--- config.mk ---
export PLATFORM = sky130hd
export DESIGN_NAME = rivg_vector_gen
export DESIGN_NICKNAME = d
export VERILOG_FILES = /design/src/rivg_pkg.sv /design/src/rivg_slot_map.sv /design/src/rivg_vector_gen.sv
export SDC_FILE = /design/constraint.sdc
export NUM_CORES = 1
export LEC_CHECK = 0
export BUFFER_PORTS_ARGS = -buffer_cell sky130_fd_sc_hd__buf_2
export CAP_MARGIN = 20
export CORE_MARGIN = 2
export CORE_UTILIZATION = 35
export DETAILED_ROUTE_END_ITERATION = 7
export GPL_ROUTABILITY_DRIVEN = 0
export PLACE_DENSITY = 0.55
export SLEW_MARGIN = 10
export SYNTH_ARGS = -nofsm -noshare
export SYNTH_HDL_FRONTEND = slang
export SYNTH_HIERARCHICAL = 1
export SYNTH_SLANG_ARGS = --single-unit
--- constraint.sdc ---
create_clock -name mclk -period 1.55 [get_ports mclk]
set_input_delay 0.2325 -clock mclk [delete_from_list [all_inputs] [get_ports mclk]]
set_output_delay 0.2325 -clock mclk [all_outputs]
set_load 0.005 [all_outputs]
--- src/rivg_pkg.sv ---
package rivg_pkg;
   // ---------------------------------------------------------------
   // Address widths and table constants
   // ---------------------------------------------------------------
   localparam int ADDR_W = 16;
   localparam int IDX_W = 5;
   localparam logic [15:0] RESET_ADDR = 16'h0000;
   localparam logic [15:0] TABLE_OFS = 16'h0002;
   localparam logic [15:0] VEC_SPACING = 16'h0002;
   localparam logic [4:0] FULL_COUNT = 5'h1c;
   localparam logic [4:0] COMPAT_COUNT = 5'h16;
   localparam logic [15:0] FULL_LAST = 16'h0036;
   localparam logic [15:0] COMPAT_LAST = 16'h002a;
   localparam logic [4:0] RESET_VEC_NO = 5'h01;
   localparam logic [1:0] SYNC_ONES = 2'h3;
   localparam logic FUSE_PROGRAMMED = 1'b0;

   // Source numbering, full map order (vector number minus one)
   typedef enum logic [4:0] {
      SRC_RESET = 5'h00, SRC_EXT0 = 5'h01, SRC_EXT1 = 5'h02, SRC_EXT2 = 5'h03,
      SRC_PCA = 5'h04, SRC_PCB = 5'h05, SRC_T3_CAPT = 5'h06, SRC_T3_CMPA = 5'h07,
      SRC_T3_CMPB = 5'h08, SRC_T3_OVF = 5'h09, SRC_T2_CMP = 5'h0a, SRC_T2_OVF = 5'h0b,
      SRC_T1_CAPT = 5'h0c, SRC_T1_CMPA = 5'h0d, SRC_T1_CMPB = 5'h0e, SRC_T1_OVF = 5'h0f,
      SRC_T0_CMP = 5'h10, SRC_T0_OVF = 5'h11, SRC_SPI = 5'h12, SRC_RX0 = 5'h13,
      SRC_RX1 = 5'h14, SRC_TXE0 = 5'h15, SRC_TXE1 = 5'h16, SRC_TX0 = 5'h17,
      SRC_TX1 = 5'h18, SRC_NV = 5'h19, SRC_ACMP = 5'h1a, SRC_PSTORE = 5'h1b
   } rivg_src_t;

   typedef enum logic [1:0] {
      ST_IDLE = 2'b00,
      ST_RESET = 2'b01,
      ST_RUN = 2'b11
   } rivg_state_t;

   // Static configuration from fuses and control bits
   typedef struct packed {
      logic boot_reset_fuse;
      logic compat_map_fuse;
      logic vector_table_select;
      logic [15:0] boot_addr;
   } rivg_cfg_t;

   // Request from the core
   typedef struct packed {
      logic ack;
      logic [4:0] src;
   } rivg_req_t;

   // Answer to the core
   typedef struct packed {
      logic valid;
      logic is_reset;
      logic [15:0] addr;
      logic [4:0] slot;
   } rivg_vec_t;
endpackage

--- src/rivg_slot_map.sv ---
`timescale 1ns/1ps
// Translates a full-map source into its slot in the active map
module rivg_slot_map (
   input wire logic compat,
   input wire rivg_pkg::rivg_src_t src,
   output logic [4:0] slot,
   output logic valid
);
   import rivg_pkg::*;

   // ---------------------------------------------------------------
   // Compatibility remap
   // ---------------------------------------------------------------
   // Pin-change and timer 3 slots do not exist in the reduced map
   wire is_gap = (src >= SRC_PCA) && (src <= SRC_T3_OVF);
   wire is_low = (src <= SRC_EXT2);
   wire [4:0] shifted = 5'(src - 5'h06);
   wire [4:0] slot_compat = is_low ? src : shifted;
   wire in_full = (src < FULL_COUNT);

   assign slot = compat ? slot_compat : src;
   assign valid = in_full && !(compat && is_gap);
endmodule

--- src/rivg_vector_gen.sv ---
`timescale 1ns/1ps

module rivg_vector_gen (
   mclk,
   rst_n,
   clk_en,
   cfg,
   reset_cause,
   req,
   vec
);
   import rivg_pkg::*;

   input wire logic mclk;
   input wire logic rst_n;
   input wire logic clk_en;
   input wire rivg_pkg::rivg_cfg_t cfg;
   input wire logic [4:0] reset_cause;
   input wire rivg_pkg::rivg_req_t req;
   output rivg_pkg::rivg_vec_t vec;

   // ---------------------------------------------------------------
   // Reset release
   // ---------------------------------------------------------------
   logic [1:0] rst_sync_q;
   logic srst_n;

   always_ff @(posedge mclk or negedge rst_n) begin
      if (!rst_n) begin
         rst_sync_q <= 2'h0;
      end else begin
         rst_sync_q <= {rst_sync_q[0], 1'b1};
      end
   end
   assign srst_n = rst_sync_q[1];

   // ---------------------------------------------------------------
   // Address selection
   // ---------------------------------------------------------------
   logic [4:0] slot;
   logic slot_valid;
   logic [15:0] reset_addr;
   logic [15:0] table_base;
   logic [15:0] irq_addr;
   logic any_cause;
   logic take_irq;

   rivg_slot_map u_map (
      .compat(cfg.compat_map_fuse == FUSE_PROGRAMMED),
      .src(rivg_src_t'(req.src)),
      .slot(slot),
      .valid(slot_valid)
   );

   // Boot address supplied from boot-size settings
   assign reset_addr = (cfg.boot_reset_fuse == FUSE_PROGRAMMED) ? cfg.boot_addr : RESET_ADDR;
   // Base does not depend on the boot fuse
   assign table_base = cfg.vector_table_select ? 16'(cfg.boot_addr + TABLE_OFS) : TABLE_OFS;
   // Spacing is kept, only the base moves
   assign irq_addr = 16'(table_base + VEC_SPACING * 16'(slot - 5'h01));
   // Every cause of reset funnels into one entry
   assign any_cause = |reset_cause;
   // Reset slot is never taken as an interrupt
   assign take_irq = req.ack && slot_valid && (req.src != SRC_RESET);

   // ---------------------------------------------------------------
   // Sequencer
   // ---------------------------------------------------------------
   rivg_state_t state_q;
   rivg_state_t state_d;
   rivg_vec_t vec_q;
   rivg_vec_t vec_d;

   always_comb begin
      state_d = state_q;
      vec_d = vec_q;
      vec_d.valid = 1'b0;
      case (state_q)
         ST_IDLE: begin
            state_d = ST_RESET;
         end
         ST_RESET: begin
            vec_d.valid = 1'b1;
            vec_d.is_reset = 1'b1;
            vec_d.addr = reset_addr;
            vec_d.slot = RESET_VEC_NO;
            state_d = ST_RUN;
         end
         ST_RUN: begin
            if (any_cause) begin
               state_d = ST_RESET;
            end else if (take_irq) begin
               vec_d.valid = 1'b1;
               vec_d.is_reset = 1'b0;
               vec_d.addr = irq_addr;
               vec_d.slot = 5'(slot + RESET_VEC_NO);
            end
         end
         default: begin
            state_d = ST_IDLE;
         end
      endcase
   end

   // Reset clears to the reset-state configuration
   always_ff @(posedge mclk or negedge srst_n) begin
      if (!srst_n) begin
         state_q <= ST_IDLE;
         vec_q <= '0;
      end else if (clk_en) begin
         state_q <= state_d;
         vec_q <= vec_d;
      end
   end

   assign vec = vec_q;
endmodule

-- After elaboration in Yosys (flattened, before gate mapping)
Index checks and enable logic that the tools add are counted.
- output and inout bits: 23
- word-level logic and storage cells: 42
- input port bits: 33
- register bits: 27
- muxes and demuxes: 9
- magnitude comparators: 4
- bitwise logic cells: 1
- add/sub/neg operators: 5
- reductions and logical operators: 12
- eq/ne operators: 5
- operator list (operator ; count):
    $mux 23 ; 2
    $pmux 23 s2 ; 1
    $mux 16 ; 2
    $add 16x16->16 ; 1
    $add 16x2->16 const B ; 1
    $mux 5 ; 2
    $ne 2x2->1 const B ; 3
    $pmux 2 s3 ; 1
    $sub 5x1->6 const B ; 1
    $add 5x1->5 const B ; 1
    $ge 5x3->1 const B ; 1
    $le 5x2->1 const B ; 1
    $le 5x4->1 const B ; 1
    $logic_and 1x1->1 ; 5
    $lt 5x5->1 const B ; 1
    $reduce_bool 5->1 ; 1
    $reduce_or 5->1 ; 1
    $sub 5x3->5 const B ; 1
    $reduce_and 4->1 ; 1
    $eq 2x1->1 const B ; 1
    $eq 2x2->1 const B ; 1
    $logic_not 2->1 ; 1
    $mux 2 ; 1
    $reduce_and 2->1 ; 1
    other kinds (3) ; 3

-- Depth between registers and ports, before layout
- word-level depth: 10
- depth in mapped cells: 17
- gate-level depth less buffers: 17

-- Cells and area by module
Netlist, hierarchy kept.
- by module, submodules not included (module ; times used ; area an instance (um^2) ; cells each ; sequential area each (um^2)):
    rivg_vector_gen ; 1 ; 2303.5 ; 270 ; 675.6
    rivg_slot_map ; 1 ; 191.4 ; 27 ; 0.0

-- Worst setup path after synthesis
OpenSTA, ideal clock, no wires.
- path kind: input to register
- start point: input req[4] in the netlist's numbering
- end point: register vec_q (netlist bit vec[20])
- data arrival time: 3.879 ns
- slack: -2.454 ns
- library setup time: 0.126 ns
- stages on the path: 15
- data required time: 1.424 ns
- buffers on the path: 2
- cell sequence: or3_4 -> nor2b_4 -> o22ai_1 -> clkbuf_1 -> nor3_1 -> nor3b_1 -> ha_1 -> clkbuf_1 -> a21oi_1 -> nand2_1 -> a41o_1 -> a221o_1 -> o41ai_1 -> xor2_1 -> o22ai_1
- RTL lines (item ; line ; RTL):
    start, declared ; rivg_vector_gen.sv:19 ; input wire rivg_pkg::rivg_req_t req;
    $le 5x2->1 ; rivg_slot_map.sv:16 ; wire is_low = (src <= SRC_EXT2);
    $mux 5 ; rivg_slot_map.sv:18 ; wire [4:0] slot_compat = is_low ? src : shifted;
    $mux 5 ; rivg_slot_map.sv:21 ; assign slot = compat ? slot_compat : src;
    via slot[2] ; rivg_vector_gen.sv:40 ; logic [4:0] slot;
    $sub 5x1->6 ; rivg_vector_gen.sv:60 ; assign irq_addr = 16'(table_base + VEC_SPACING * 16'(slot - 5'h01));
    $add 16x16->16 ; rivg_vector_gen.sv:60 ;
    $mux 23 ; rivg_vector_gen.sv:92 ; end else if (take_irq) begin
    $mux 23 ; rivg_vector_gen.sv:90 ; if (any_cause) begin
    $pmux 23 s2 ; rivg_vector_gen.sv:78 ; case (state_q)
    end signal, assigned ; rivg_vector_gen.sv:112 ; vec_q <= vec_d;
    end, declared ; rivg_vector_gen.sv:71 ; rivg_vec_t vec_q;
The timed path passes the listed nets, and every way through them passes these cells. The select of a mux whose other input is x is not followed.
A chain may end at the register's enable or synchronous reset.

-- Final worst setup path
- start point: input req[4] in the netlist's numbering
- end point: register vec_q (netlist bit vec[17])
Same word-level chain as after synthesis.

==> results.yml <==
yosys:
  ys.flop_type: "dfrtp_1"
  synth_compound_area_share_pct: 23.72
  syn_area_sq_mm: 0.002495
  synth_top_family_by_area: "compound AO/OA/AOI/OAI gates"
  synth_edf_count: 0
  synth_fa_ha_area_share_pct: 10.83
  synth_cells: 297
  synth_xor_area_share_pct: 10.18
  ys_seq_area_share_pct: 27.08
  synth_cell_types: 60
  synth-seq-cells: 27
  async_flop_share_pct: 100.0
  synth_nets: 351
  yosysWarnings: 6
  yosys.area_share.simple_pct: 21.87
  synthMuxAreaShare_pct: 0.8526
  postSynthAreaPerCell_sq_um: 8.400
drt:
  first_pass_iters: 4
  ant_nets: 0
  vias: 2686
  initialDrtViolationCount: 138
  wl_um: 7660
  via_per_inst: 4.983
  wire_per_inst_um: 14.21
  route.detailed.drc: 0
power_and_ir_drop:
  comb_power_share_pct: 51.2
  p_sw_uw: 939.2
  switching_share_pct: 35.29
  p_per_area_mw_per_mm2: 630.4
  p_int_mw: 1.722
  power.share.sequential_pct: 33.8
  pwr-share-clk_pct: 15.1
  ir_drop_mv: 0.2782
  p_leak_nw: 2.010
finish:
  final_area_sq_mm: 0.004222
  antennaDiodeCount: 0
  final_layout_size_suffix_gt1_share_pct: 52.37
  area_growth_pct: 69.21
  instances_no_fill: 539
  finalNetCount: 498
sta:
  fin_ws_ns: -1.460
  rsz0062_at_grt: "true"
  finClkSkew_ns: 0.004910
  finalHoldViolCount: 0
  fmax_mhz: 332.2
  maxSlewViolCount: 0
  setup_viol: 23
  period_needed_ns: 3.010
  period_share_pct: 194.2
placed_design:
  dp_slack_ns: -1.860
  dp.cells: 520
  placed_area_sq_mm: 0.003523
  dpl.hpwl_um: 5810
  io_buffers: 55
status:
  status: "finished, violations left"
  failed_checks: "negative setup slack"
global_routing:
  antenna_found_initial: 0
  grt_pass1_vias: 2577
  grt_pass1_wl_um: 12290
  grt_overflow: 0
  grt_max_degree: 26
  grt_usage_pct: 19.67
cts:
  cts_root_buf: "clkbuf_8"
  clk_pin_slew_worst_paths_ns: 0.09
  clk_latency_ns: 0.27
  cts-buffers-inserted: 3
  clock-sinks: 27
  htreeDepth: 1
  cts_buffer_depth: 2
  tritoncts: "done"
worst_setup_path:
  critPathRequiredTime_ns: 1.71
  crit_fanout: 3
  startpoint_type: "primary input"
  setup.worst_path.class: "primary input to flip-flop"
  end_kind: "flip-flop"
  cp.arrival_ns: 3.17
floorplan:
  die_h_um: 88.43
  start_util_pct: 36.52
  num_rows: 30
  core_area_sq_mm: 0.006832
  ios: 56
  die_x_um: 88.43
  dieArea_sq_mm: 0.007820
flow_run:
  max_cap_violations: 0
hold_path:
  hold_path_class: "primary input to flip-flop"
==> cell usage after synthesis, types with 2 or more instances <==
cell type	instances	share of area, %
a211oi_1	2	0.60
a21boi_0	2	0.60
a21o_1	8	2.4
a21oi_1	20	4.0
a221oi_1	5	1.8
a221oi_2	3	1.8
a31oi_1	3	0.75
and2_1	11	2.8
and3_1	6	1.5
buf_4	2	0.60
buf_6	3	1.4
clkbuf_1	6	0.90
dfrtp_1	27	27
ha_1	20	10
inv_1	14	2.1
nand2_1	27	4.1
nand2b_1	2	0.50
nand3_1	10	2.0
nand4_1	3	0.75
nor2_1	27	4.1
nor2b_1	2	0.50
nor3_1	3	0.60
nor3b_1	2	0.60
o21ai_0	16	3.2
o21ai_1	2	0.40
o22ai_1	4	1.0
o31ai_1	4	1.2
or3_1	4	1.0
xnor2_1	17	6.0
xor2_1	12	4.2
==> cell usage in the layout, fill, tap and decap left out, types with 3 or more instances in the layout <==
master	count
nor2_1	24
nand4_1	3
o21ai_1	6
and2_1	11
and3_1	5
a221oi_2	7
inv_2	4
xor2_1	11
xnor2_1	11
o21ai_0	8
buf_4	72
buf_2	51
a21o_1	7
nand3_1	10
dfrtp_1	27
ha_1	10
a21oi_1	11
ha_4	9
o31ai_1	3
or3_1	3
nand2_2	4
buf_6	26
clkbuf_8	3
nand2_1	23
a21oi_2	9
o21ai_2	3
inv_1	11
xnor2_2	6
o22ai_1	3
==> layer usage <==
metal  global-route usage [%]  share of wire (%)  up-vias
met4                    4.408               0.94        0
met3                   0.5597                3.2        4
met5                        0                  0        -
met2                    32.47                 46       51
met1                    28.70                 50     1265
li1                         -                  -     1366
==> layout make-up <==
| type | count | area [sq um] |
|---|---|---|
| tap | 96 | 120.1 |
| multi-input combinational | 243 | 2151 |
| fill | 577 | 2610 |
| clock buffer | 4 | 45.04 |
| inverter | 15 | 56.30 |
| sequential | 27 | 675.6 |
| timing repair buffer | 154 | 1174 |
==> path summary, 6_finish.rpt <==
check,depth (start not counted),slack (ns),startpoint,endpoint
hold / removal,3,0.20,cfg[0],vec[5]
setup reg to reg,5,0.10,state_q[0],vec[8]
setup / recovery,15,-1.46,req[4],vec[17]
min in group asynchronous,1,0.23,rst_sync_q[1],vec[10]
max in group asynchronous,1,1.08,rst_sync_q[1],vec[8]
hold reg to reg,1,0.23,rst_sync_q[1],vec[10]
==> cell families (layout without fill, tap and decap cells) <==
kind of cell	Yosys count	after routing
simple gates	106	106
flops	27	27
xor+xnor	29	29
other cells	1	1
mux	2	2
compound gates	84	84
buf+inv	27	173
fa+ha+maj	21	21
==> critical path, cell delays in order <==
cell,delay [ns]
buf_6,0.09
or3_4,0.39
nor2b_4,0.18
o2bb2ai_4,0.08
buf_6,0.13
nor3_4,0.17
xor2_1,0.19
ha_1,0.28
a21oi_2,0.13
nor2b_1,0.05
a311o_1,0.35
or4b_1,0.47
a31oi_1,0.18
xor2_1,0.15
o21ai_0,0.08
==> registers in the layout, indices dropped and copies added, names as in the netlist <==
register    cells
vec            23
rst_sync_q      2
state_q         2
==> timing repair <==
| item | CTS | global route |
|---|---|---|
| hold buffers | 1 | 0 |
| endpoints found under the hold margin | 2 | 0 |
| cloned | 0 | 1 |
| resized for setup | 70 | 36 |
| endpoints found under the setup margin | 23 | 23 |
| pin swaps | 40 | 24 |
| setup buffers | 11 | 4 |
==> power groups by stage <==
stage | logic [mW] | registers, mW | clock network (mW)
5_1_grt | 1.49 | 0.911 | 0.444
4_1_cts | 1.26 | 0.899 | 0.413
3_3_place_gp | 1.07 | 0.908 | 0
6_report | 1.36 | 0.899 | 0.401
2_1_floorplan | 0.567 | 0.919 | 0
3_5_place_dp | 1.08 | 0.911 | 0
==> stage by stage <==
stage	utilization (%)	power [mW]	hold slack [ns]	TNS, ns
2_1_floorplan	-	1.486	-0.06309	-20.16
3_3_place_gp	51.58	1.975	0.01640	-25.82
3_5_place_dp	51.58	1.989	0.02109	-27.12
4_1_cts	58.55	2.573	0.2003	-17.61
5_1_grt	61.79	2.849	0.2096	-21.50
6_report	61.79	2.661	0.2026	-19.22
No activity file was read; power rests on OpenSTA's default activity.
